===== src/hw/hbac_pkg.sv =====
// package for the hex/bcd/ascii conversion datapath
// assumes a single 50 MHz clock domain shared with the scan engine
package hbac_pkg;
    // ----------------------------------------------------------------
    // operations
    // ----------------------------------------------------------------
    typedef enum logic [1:0] {
        HBAC_OP_HEX_TO_ASCII = 2'h0,
        HBAC_OP_ASCII_TO_HEX = 2'h1,
        HBAC_OP_BCD_TO_ASCII = 2'h2,
        HBAC_OP_NONE = 2'h3
    } hbac_op_t;

    // ----------------------------------------------------------------
    // states
    // ----------------------------------------------------------------
    typedef enum logic [1:0] {
        HBAC_ST_IDLE = 2'h0,
        HBAC_ST_READ = 2'h1,
        HBAC_ST_CONV = 2'h2,
        HBAC_ST_WRITE = 2'h3
    } hbac_state_t;

    // ----------------------------------------------------------------
    // figures
    // ----------------------------------------------------------------
    localparam logic [15:0] HBAC_HEX_MAX_DIGITS = 16'h0004;
    localparam logic [15:0] HBAC_BCD_MAX_DIGITS = 16'h0005;
    localparam logic [15:0] HBAC_MIN_DIGITS = 16'h0001;
    localparam logic [7:0] HBAC_ASCII_ZERO = 8'h30;
    localparam logic [7:0] HBAC_ASCII_NINE = 8'h39;
    localparam logic [7:0] HBAC_ASCII_UPPER_A = 8'h41;
    localparam logic [7:0] HBAC_ASCII_UPPER_F = 8'h46;
    localparam logic [7:0] HBAC_LETTER_BIAS = 8'h37;
    localparam logic [3:0] HBAC_TEN = 4'hA;
    localparam int HBAC_BIT_POINTS = 16;
    localparam int HBAC_BCD_BITS = 20;
    localparam logic [2:0] HBAC_SLOT_LAST = 3'h4;
endpackage


===== src/hw/hbac_converter.sv =====
// hex to ascii, ascii to hex, and binary to bcd to ascii datapath
// assumes the scan engine pulses start_i once per scan while the rung is on,
// and that operand storage answers a read in the cycle after the request
`timescale 1ns/1ns

module hbac_converter
    import hbac_pkg::*;
(
    // clock and reset
    input wire logic mclk_i,
    input wire logic reset_n_i,
    // scan engine command
    input wire logic start_i,
    input wire logic enable_i,
    input wire logic [1:0] op_i,
    input wire logic [15:0] first_source_operand_i,
    input wire logic [15:0] digit_count_operand_i,
    input wire logic src_is_timer_i,
    input wire logic cnt_is_timer_i,
    input wire logic dst_is_timer_i,
    input wire logic src_is_bit_i,
    input wire logic dst_is_bit_i,
    // operand storage
    output logic src_rd_o,
    output logic [2:0] src_index_o,
    output logic src_bit_mode_o,
    input wire logic [15:0] src_word_i,
    output logic dst_wr_o,
    output logic [2:0] dst_index_o,
    output logic dst_bit_mode_o,
    output logic dst_preset_o,
    output logic [15:0] result_operand_o,
    // status
    output logic busy_o,
    output logic done_o,
    output logic program_error_flag_o,
    output logic error_led_o
);
    // ----------------------------------------------------------------
    // decode
    // ----------------------------------------------------------------
    hbac_state_t state_q, state_d;
    hbac_op_t op_q;
    logic [15:0] bin_q;
    logic [2:0] count_q;
    logic [2:0] slot_q;
    logic [15:0] acc_q;
    logic [HBAC_BCD_BITS-1:0] bcd_q;
    logic err_q;
    logic [15:0] max_digits;
    logic count_ok;
    logic [7:0] chr;
    logic chr_digit;
    logic chr_letter;
    logic chr_ok;
    logic [3:0] chr_nib;
    logic [2:0] sel_digit;
    logic [3:0] out_nib;
    logic [7:0] out_chr;
    logic last_slot;
    logic [HBAC_BCD_BITS-1:0] bcd_calc;
    hbac_op_t op_in;

    assign op_in = hbac_op_t'(op_i);
    assign max_digits = (op_in == HBAC_OP_BCD_TO_ASCII) ? HBAC_BCD_MAX_DIGITS
                                                       : HBAC_HEX_MAX_DIGITS;
    // (count already the current value if timer)
    assign count_ok = (digit_count_operand_i >= HBAC_MIN_DIGITS)
                      && (digit_count_operand_i <= max_digits);
    assign chr = src_word_i[7:0];
    assign chr_digit = (chr >= HBAC_ASCII_ZERO) && (chr <= HBAC_ASCII_NINE);
    assign chr_letter = (chr >= HBAC_ASCII_UPPER_A) && (chr <= HBAC_ASCII_UPPER_F);
    assign chr_ok = (src_word_i[15:8] == 8'h00) && (chr_digit || chr_letter);
    assign chr_nib = chr_digit ? 4'(chr - HBAC_ASCII_ZERO) : 4'(chr - HBAC_LETTER_BIAS);
    // msd at first destination slot
    assign sel_digit = 3'(count_q - slot_q - 3'h1);
    assign out_nib = (op_q == HBAC_OP_BCD_TO_ASCII) ? bcd_q[sel_digit*4 +: 4]
                                                    : bin_q[sel_digit[1:0]*4 +: 4];
    assign out_chr = (out_nib < HBAC_TEN) ? 8'(HBAC_ASCII_ZERO + {4'h0, out_nib})
                                          : 8'(HBAC_LETTER_BIAS + {4'h0, out_nib});
    assign last_slot = (slot_q == 3'(count_q - 3'h1));

    // ----------------------------------------------------------------
    // binary to bcd, shift and add three
    // ----------------------------------------------------------------
    always_comb begin
        bcd_calc = '0;
        for (int i = 15; i >= 0; i--) begin
            for (int d = 0; d < 5; d++) begin
                if (bcd_calc[d*4 +: 4] > 4'h4) begin
                    bcd_calc[d*4 +: 4] = 4'(bcd_calc[d*4 +: 4] + 4'h3);
                end
            end
            bcd_calc = {bcd_calc[HBAC_BCD_BITS-2:0], bin_q[i]};
        end
    end

    // ----------------------------------------------------------------
    // sequencer
    // ----------------------------------------------------------------
    always_comb begin
        state_d = state_q;
        case (state_q)
            HBAC_ST_IDLE: begin
                if (start_i && enable_i && op_in != HBAC_OP_NONE) begin
                    if (!count_ok) begin
                        state_d = HBAC_ST_IDLE;
                    end else if (op_in == HBAC_OP_ASCII_TO_HEX) begin
                        state_d = HBAC_ST_READ;
                    end else begin
                        state_d = HBAC_ST_CONV;
                    end
                end
            end
            HBAC_ST_READ: begin
                if (!chr_ok) begin
                    state_d = HBAC_ST_IDLE;
                end else if (last_slot) begin
                    state_d = HBAC_ST_WRITE;
                end
            end
            HBAC_ST_CONV: begin
                state_d = HBAC_ST_WRITE;
            end
            HBAC_ST_WRITE: begin
                if (op_q == HBAC_OP_ASCII_TO_HEX || last_slot) begin
                    state_d = HBAC_ST_IDLE;
                end
            end
            default: begin
                state_d = HBAC_ST_IDLE;
            end
        endcase
    end

    always_ff @(posedge mclk_i or negedge reset_n_i) begin
        if (!reset_n_i) begin
            state_q <= HBAC_ST_IDLE;
            op_q <= HBAC_OP_NONE;
            bin_q <= '0;
            count_q <= '0;
            slot_q <= '0;
            acc_q <= '0;
            bcd_q <= '0;
            err_q <= 1'b0;
        end else begin
            state_q <= state_d;
            case (state_q)
                HBAC_ST_IDLE: begin
                    slot_q <= '0;
                    acc_q <= '0;
                    if (start_i && enable_i && op_in != HBAC_OP_NONE) begin
                        op_q <= op_in;
                        bin_q <= first_source_operand_i;
                        count_q <= digit_count_operand_i[2:0];
                        err_q <= !count_ok;
                    end
                end
                HBAC_ST_READ: begin
                    acc_q <= {acc_q[11:0], chr_nib};
                    slot_q <= 3'(slot_q + 3'h1);
                    if (!chr_ok) begin
                        err_q <= 1'b1;
                    end
                    if (last_slot) begin
                        slot_q <= '0;
                    end
                end
                HBAC_ST_CONV: begin
                    bcd_q <= bcd_calc;
                end
                HBAC_ST_WRITE: begin
                    slot_q <= (slot_q == HBAC_SLOT_LAST) ? '0 : 3'(slot_q + 3'h1);
                end
                default: begin
                    slot_q <= '0;
                end
            endcase
        end
    end

    // ----------------------------------------------------------------
    // storage port
    // ----------------------------------------------------------------
    logic [15:0] result_d;
    logic done_d;
    logic [15:0] result_q;
    logic done_q;
    logic wr_q;
    logic [2:0] widx_q;
    logic wpre_q;
    logic rd_q;
    logic [2:0] ridx_q;

    assign result_d = (op_q == HBAC_OP_ASCII_TO_HEX) ? acc_q : {8'h00, out_chr};
    assign done_d = ((state_q == HBAC_ST_WRITE) && (state_d == HBAC_ST_IDLE))
                    || ((state_q != HBAC_ST_IDLE) && (state_d == HBAC_ST_IDLE) && err_q)
                    || ((state_q == HBAC_ST_READ) && !chr_ok)
                    || ((state_q == HBAC_ST_IDLE) && start_i && enable_i
                        && op_in != HBAC_OP_NONE && !count_ok);

    always_ff @(posedge mclk_i or negedge reset_n_i) begin
        if (!reset_n_i) begin
            result_q <= '0;
            wr_q <= 1'b0;
            widx_q <= '0;
            wpre_q <= 1'b0;
            done_q <= 1'b0;
        end else begin
            wr_q <= (state_q == HBAC_ST_WRITE);
            widx_q <= slot_q;
            // preset flag only rides with the write pulse
            wpre_q <= (state_q == HBAC_ST_WRITE) && dst_is_timer_i
                      && (op_q == HBAC_OP_ASCII_TO_HEX);
            result_q <= result_d;
            done_q <= done_d;
        end
    end

    // first read issued from idle so data is back in read state
    always_comb begin
        rd_q = 1'b0;
        ridx_q = slot_q;
        if (state_q == HBAC_ST_IDLE) begin
            rd_q = start_i && enable_i && (op_in == HBAC_OP_ASCII_TO_HEX) && count_ok;
            ridx_q = '0;
        end else if (state_q == HBAC_ST_READ) begin
            rd_q = chr_ok && !last_slot;
            ridx_q = 3'(slot_q + 3'h1);
        end
    end

    assign src_rd_o = rd_q;
    assign src_index_o = ridx_q;
    assign src_bit_mode_o = src_is_bit_i;
    assign dst_wr_o = wr_q;
    assign dst_index_o = widx_q;
    assign dst_bit_mode_o = dst_is_bit_i;
    assign dst_preset_o = wpre_q;
    assign result_operand_o = result_q;
    assign busy_o = (state_q != HBAC_ST_IDLE);
    assign done_o = done_q;
    assign program_error_flag_o = err_q;
    assign error_led_o = err_q;

    // ----------------------------------------------------------------
    // checks
    // ----------------------------------------------------------------
    // msd of the selected hex digits, from the held operands
    logic [3:0] msd_nib;
    logic [7:0] msd_chr;
    assign msd_nib = 4'(bin_q >> {3'(count_q - 3'h1), 2'h0});
    assign msd_chr = (msd_nib < HBAC_TEN)
                     ? 8'(HBAC_ASCII_ZERO + {4'h0, msd_nib})
                     : 8'(HBAC_ASCII_UPPER_A + {4'h0, 4'(msd_nib - HBAC_TEN)});
    chk_bad_count_err: assert property (@(posedge mclk_i) disable iff (!reset_n_i)
        (state_q == HBAC_ST_IDLE && start_i && enable_i && op_in != HBAC_OP_NONE && !count_ok)
        |=> (err_q && state_q == HBAC_ST_IDLE))
        else $error("bad digit count did not raise error");
    chk_hex_digit_range: assert property (@(posedge mclk_i) disable iff (!reset_n_i)
        (state_q == HBAC_ST_CONV && op_q == HBAC_OP_HEX_TO_ASCII)
        |-> (count_q >= 3'h1 && count_q <= 3'h4))
        else $error("hex conversion with illegal count");
    chk_bcd_digit_range: assert property (@(posedge mclk_i) disable iff (!reset_n_i)
        (state_q == HBAC_ST_CONV) |-> (count_q >= 3'h1 && count_q <= 3'h5))
        else $error("bcd conversion with illegal count");
    chk_bad_char_err: assert property (@(posedge mclk_i) disable iff (!reset_n_i)
        (state_q == HBAC_ST_READ && !chr_ok) |=> (err_q && state_q == HBAC_ST_IDLE && !wr_q))
        else $error("bad character not flagged");
    chk_ascii_upper_zero: assert property (@(posedge mclk_i) disable iff (!reset_n_i)
        (dst_wr_o && op_q != HBAC_OP_ASCII_TO_HEX) |-> (result_operand_o[15:8] == 8'h00))
        else $error("ascii word upper byte not zero");
    chk_first_is_msd: assert property (@(posedge mclk_i) disable iff (!reset_n_i)
        (state_q == HBAC_ST_WRITE && op_q == HBAC_OP_HEX_TO_ASCII && slot_q == 3'h0)
        |=> (dst_wr_o && dst_index_o == 3'h0 && result_operand_o == {8'h00, msd_chr}))
        else $error("first slot is not most significant digit");
    chk_rescan_runs: assert property (@(posedge mclk_i) disable iff (!reset_n_i)
        (state_q == HBAC_ST_IDLE && start_i && enable_i && count_ok && op_in != HBAC_OP_NONE)
        |=> busy_o)
        else $error("enabled scan did not start conversion");
    chk_preset_write: assert property (@(posedge mclk_i) disable iff (!reset_n_i)
        (dst_preset_o) |-> (dst_wr_o && op_q == HBAC_OP_ASCII_TO_HEX))
        else $error("preset write outside ascii to hex");
    chk_hex_pack: assert property (@(posedge mclk_i) disable iff (!reset_n_i)
        (state_q == HBAC_ST_READ && chr_ok) |=> (acc_q[3:0] == $past(chr_nib)))
        else $error("character not packed into result");
endmodule


===== config.mk =====
export PLATFORM = sky130hd
export DESIGN_NAME = hbac_converter
export DESIGN_NICKNAME = d
export VERILOG_FILES = /design/src/hw/hbac_pkg.sv /design/src/hw/hbac_converter.sv
export SDC_FILE = /design/constraint.sdc
export NUM_CORES = 1
export LEC_CHECK = 0
export ABC_CLOCK_PERIOD_IN_PS = 20200
export BUFFER_PORTS_ARGS = -buffer_cell sky130_fd_sc_hd__buf_2
export CAP_MARGIN = 30
export CELL_PAD_IN_SITES_DETAIL_PLACEMENT = 1
export CELL_PAD_IN_SITES_GLOBAL_PLACEMENT = 2
export CORE_MARGIN = 1.5
export CORE_UTILIZATION = 40
export CTS_BUF_LIST = sky130_fd_sc_hd__clkbuf_8
export DETAILED_ROUTE_END_ITERATION = 12
export GPL_TIMING_DRIVEN = 0
export HOLD_SLACK_MARGIN = 0.08
export PLACE_DENSITY = 0.86
export SYNTH_ARGS = -nofsm -noshare
export SYNTH_HDL_FRONTEND = slang
export SYNTH_SLANG_ARGS = --single-unit

===== constraint.sdc =====
create_clock -name mclk_i -period 20.2 [get_ports mclk_i]
set_input_delay 3.03 -clock mclk_i [delete_from_list [all_inputs] [get_ports mclk_i]]
set_output_delay 3.03 -clock mclk_i [all_outputs]
set_load 0.01 [all_outputs]

Word level (Yosys, flattened, before mapping)
Index checks and enable logic that the tools add are counted.
{"block": "totals", "regBits": 85, "inputBits": 59, "out_inout_bits": 31, "wordCells": 205}
{"block": "op_classes", "n_addsub": 43, "magnitude_cmp": 42, "n_eq_ne": 12, "shift": 2, "n_mux": 58, "reduce_logical": 35}
{"cell": "2-to-1 mux 4 bit", "n": 36}
{"cell": "adder 4 x 2 -> 4 bit, second input constant", "n": 30}
{"cell": "> comparator 4 x 3 -> 1 bit, second input constant", "n": 30}
{"cell": "case mux 16 bit (2 select lines)", "n": 1}
{"cell": "variable part select 20 x 6 -> 4 bit", "n": 1}
{"cell": "logical AND 1 bit", "n": 19}
{"cell": "adder 3 x 2 -> 4 bit, second input constant", "n": 4}
{"cell": ">= comparator 16 x 1 -> 1 bit, second input constant", "n": 1}
{"cell": "less-or-equal comparator 16 x 3 -> 1 bit", "n": 1}
{"cell": "2-to-1 mux 16 bit", "n": 1}
{"cell": "variable part select 16 x 5 -> 4 bit", "n": 1}
{"cell": "> comparator 3 bit, second input constant", "n": 5}
{"cell": "2-to-1 mux 3 bit", "n": 5}
{"cell": "adder 6 x 4 -> 7 bit, first input constant", "n": 2}
{"cell": "2-to-1 mux 2 bit", "n": 6}
{"cell": "case mux 3 bit (3 select lines)", "n": 1}
{"cell": "equality test 2 bit, second input constant", "n": 4}
{"cell": ">= comparator 8 x 6 -> 1 bit, second input constant", "n": 1}
{"cell": ">= comparator 8 x 7 -> 1 bit, second input constant", "n": 1}
{"cell": "less-or-equal comparator 8 x 6 -> 1 bit, second input constant", "n": 1}
{"cell": "less-or-equal comparator 8 x 7 -> 1 bit, second input constant", "n": 1}
{"cell": "logical NOT 8 bit", "n": 1}
{"cell": "case mux 2 bit (4 select lines)", "n": 1}
{"cell": "2-to-1 mux 7 bit", "n": 1}
{"cell": "20 further kinds", "n": 37}

Longest topological paths before layout
{"block": "depth", "word_depth": 26, "depth_mapped": 48}

Worst setup path before layout
Ideal clock, no wire load.
{"block": "synth_path", "kind": "flip-flop to flip-flop", "startpoint": "register bin_q[13]", "endpoint": "register bcd_q[12]", "setup_time_ns": 0.104, "arrival_ns": 9.324, "required_time_ns": 20.096, "setup_slack_ns": 10.772, "path_stages_with_launch": 47, "period_less_slack_ns": 9.428, "path_cell_list": "dfrtp_1 inv_1 ha_1 inv_1 ha_1 xnor2_2 mux2i_1 o21a_1 nand2_1 a221o_1 buf_4 a221oi_1 a221oi_1 and4b_1 or2_2 inv_1 ha_1 inv_1 (+11 left out) a221o_2 xnor2_1 ha_1 a2111o_1 and2_4 ha_1 clkbuf_1 nand2b_1 a22oi_1 xnor2_1 inv_1 ha_1 o21a_1 o32ai_1 o32a_1 nor4b_1 o2111ai_1 o311ai_1"}
{"block": "synth_via", "elab_chain_len": 26, "elab_cells_between_ends": 81, "classes_between": "27 x add/sub; 27 x order compare; 27 x mux"}
{"item": "from (decl)", "line": "hbac_converter.sv:44", "rtl": "logic [15:0] bin_q;"}
{"item": "from (signal assigned)", "line": "hbac_converter.sv:154", "rtl": "bin_q <= first_source_operand_i;"}
{"item": "adder 3 x 2 -> 4 bit / > comparator 3 bit (equally long branches)", "line": "hbac_converter.sv:91, hbac_converter.sv:90"}
{"item": "2-to-1 mux 4 bit *", "line": "hbac_converter.sv:90", "rtl": "if (bcd_calc[d*4 +: 4] > 4'h4) begin"}
{"item": "adder 4 x 2 -> 4 bit / > comparator 4 x 3 -> 1 bit (equally long branches)", "line": "hbac_converter.sv:91, hbac_converter.sv:90"}
{"item": "2-to-1 mux 4 bit", "line": "hbac_converter.sv:90"}
{"item": "adder 4 x 2 -> 4 bit / > comparator 4 x 3 -> 1 bit (equally long branches)", "line": "hbac_converter.sv:91, hbac_converter.sv:90"}
{"item": "2-to-1 mux 4 bit", "line": "hbac_converter.sv:90"}
{"item": "> comparator 4 x 3 -> 1 bit (tied with other cells)", "line": "hbac_converter.sv:90"}
{"item": "2-to-1 mux 4 bit", "line": "hbac_converter.sv:90"}
{"item": "(+10 left out)"}
{"item": "adder 4 x 2 -> 4 bit / > comparator 4 x 3 -> 1 bit (equally long branches)", "line": "hbac_converter.sv:91, hbac_converter.sv:90"}
{"item": "2-to-1 mux 4 bit", "line": "hbac_converter.sv:90"}
{"item": "adder 4 x 2 -> 4 bit / > comparator 4 x 3 -> 1 bit (equally long branches)", "line": "hbac_converter.sv:91, hbac_converter.sv:90"}
{"item": "2-to-1 mux 4 bit", "line": "hbac_converter.sv:90"}
{"item": "adder 4 x 2 -> 4 bit / > comparator 4 x 3 -> 1 bit (equally long branches)", "line": "hbac_converter.sv:91, hbac_converter.sv:90"}
{"item": "2-to-1 mux 4 bit", "line": "hbac_converter.sv:90"}
{"item": "adder 4 x 2 -> 4 bit / > comparator 4 x 3 -> 1 bit (equally long branches)", "line": "hbac_converter.sv:91, hbac_converter.sv:90"}
{"item": "2-to-1 mux 4 bit *", "line": "hbac_converter.sv:90"}
{"item": "to (signal assigned)", "line": "hbac_converter.sv:170", "rtl": "bcd_q <= bcd_calc;"}
{"item": "to (decl)", "line": "hbac_converter.sv:48", "rtl": "logic [HBAC_BCD_BITS-1:0] bcd_q;"}
Every way passes the cells marked *; elsewhere a longest branch is shown, timed or not.
A chain may end at the register's enable or synchronous reset.

Worst setup path in the final report
Same ends and word-level chain as after synthesis.

==> impl_metrics.ini <==
[status]
outcome = complete, no violations

[logic_synthesis]
synth_top_area_frac = 0.210
synth_flop_cell = dfrtp_1
seq_area_frac_synth = 0.215
syn_avg_cell_area_um2 = 8.14
synth_edf_count = 0
yosysTopAreaCell = dfrtp_1
async_reset_ff_frac = 1.00
synthMuxAreaShare = 0.0760
synth_top_family_by_area = compound AO/OA/AOI/OAI gates
synth_fa_ha_area_frac = 0.0635
synth_compound_area_frac = 0.327
synth_xor_area_frac = 0.0321
syn_nets = 1324
yosysMostFrequentCell = nor2_1
yosys-top-cells-area = dfrtp_1 21%, ha_1 5.9%, nor2_1 4.4%
synthTopCellsByCount = 115 x nor2_1, 95 x nand2_1, 83 x dfrtp_1, 55 x o21ai_0, 51 x a21oi_1
synth-seq-cells = 85
synth-simple-area-share = 0.232
netlist_area_um2 = 9910
ys_warn_count = 0
yosys.cell_types.count = 116
synthCells = 1217

[grt]
grt_pass1_vias = 10319
antenna_found_initial = 0
grt_max_degree = 56
grt_use_total = 0.246
grt_overflow = 0
grt_pass1_wl_mm = 52.8

[clock_network]
postCtsSetupBuffers = 0
cts_made_buffers = 9
cts_root_buffer = clkbuf_8
max-clock-path-buffers = 2
clk_pin_slew_worst_paths_ps = 100
clkSinkCount = 85
hold_buffers = 0
cts_resized = 0
clk_latency_ps = 390
cts_tree = done
htreeDepth = 3

[placed_design]
post-place-ws_ps = 8770
place.gp.congestion = 0.847
io_buffers = 85
dp_cells = 1628
hpwl_mm = 24.5

[setup_path]
cp_slowest_cell = a221oi_2
crit_fanout = 10
crit_type = reg2reg
end_kind = flip-flop
r2r_cells = 46
slowest_delay_ps = 570
required_ps = 20490
setup.worst_path.start_class = flip-flop
arrival_ps = 11880
path_common_cell = ha_1

[floorplan]
ios = 90
rows = 57
fp.dieH_um = 160
core_um2 = 24300
dieArea_um2 = 25700
die_width_um = 160
start_util = 0.407

[routing]
vias = 10111
drt-pass1-iter-count = 5
ant_nets = 0
drc = 0
via_per_inst = 6.15
drt_iter0_markers = 661
wire_per_inst_um = 19.0
wirelength_mm = 31.3

[timing]
rsz0062_at_grt = false
period_share = 0.574
finClkSkew_ps = 11.5
finalWorstSetupSlack_ps = 8610
hold_viol = 0
fmax_mhz = 86.3
setup_viol = 0
period_needed_ps = 11590
slew_violations = 0
setup_tns_ps = 0
tightest_slew_ps = 797
slew-limit-headroom = 0.469

[finish]
layout-drive-gt1-share = 0.190
syn_to_final_growth_pct = 10.9
fillers = 3042
fin_cells = 1644
utilization = 0.452
antenna-diode-count = 0
fin_nets = 1422

[min_path]
min_path_cells = 0
hold_path_class = reg2reg

[job]
cap_violations = 0
-- per-layer routing --
metal  part of all wire  wire, um  track usage
met5                  0         0            0
met1               0.48     15000        0.335
met4              0.012       389       0.0501
met3              0.026       821       0.0222
met2               0.48     15100        0.425
-- per-stage QoR --
| step | cell area (um^2) | hold WS (ps) |
|---|---|---|
| after global routing | 11000 | 454 |
| after detailed placement | 10800 | 427 |
| final | 11000 | 443 |
| after CTS | 11000 | 443 |
| after global placement | 10700 | 420 |
| after floorplan | 9910 | 400 |
-- cell usage in the layout, fill, tap and decap left out, types with 32 or more instances in the layout --
cell type and count:
o21ai_0 55, dfrtp_1 83, buf_2 109, nand3_1 44
clkbuf_1 32, nor3_1 48, mux2_2 32, inv_1 46
ha_1 47, nand2_1 95, a21oi_1 51, nor2_1 115
-- logic make-up (layout without fill, tap and decap cells) --
logic type | after synthesis | count (layout)
fa+ha+maj | 50 | 50
simple gates | 458 | 458
buf+inv | 123 | 226
compound gates | 408 | 408
flops | 85 | 85
xor+xnor | 33 | 33
mux | 60 | 60
-- final cells by class --
cell class	instances	area, um^2	area share
inverter	50	188	0.0171
sequential	85	2130	0.194
multi-input combinational	1009	7240	0.659
tap	324	405	0.0369
clock buffer	10	138	0.0125
clock inverter	6	77.6	0.00706
buffer	73	354	0.0322
timing repair buffer	87	459	0.0418
-- worst max-delay path, delay by kind of cell (launching register included) --
family / cells / cell delay (ps)
AND/OR/NAND/NOR: 12 / 2820
AO/OA/AOI/OAI: 12 / 3400
buffers and inverters: 10 / 1780
adder cells (fa/ha/maj): 9 / 2320
flip-flops: 1 / 550
XOR/XNOR: 2 / 410
multiplexers: 1 / 200
-- registers in the layout, indices dropped and copies added, names as in the netlist --
signal / flops
acc_q: 16
bcd_q: 20
op_q: 2
done_o: 1
dst_preset_o: 1
state_q: 2
dst_index_o: 3
dst_wr_o: 1
error_led_o: 1
result_operand_o: 16
bin_q: 16
count_q: 3
slot_q: 3
-- worst paths after layout --
check / startpoint / endpoint / slack (ps)
max in group asynchronous: reset_n_i / op_q[0]$_DFFE_PN1P_ / 16950
setup / recovery: bin_q[13]$_DFFE_PN0P_ / bcd_q[12]$_DFFE_PN0P_ / 8610
hold reg to reg: slot_q[0]$_DFFE_PN0P_ / dst_index_o[0]$_DFF_PN0_ / 440
setup reg to reg: bin_q[13]$_DFFE_PN0P_ / bcd_q[12]$_DFFE_PN0P_ / 8610
min in group asynchronous: reset_n_i / result_operand_o[8]$_DFF_PN0_ / 2580
hold / removal: slot_q[0]$_DFFE_PN0P_ / dst_index_o[0]$_DFF_PN0_ / 440
Power is not shown: default switching activity piles up to over one toggle a cycle in this logic, so the estimate is an artifact.
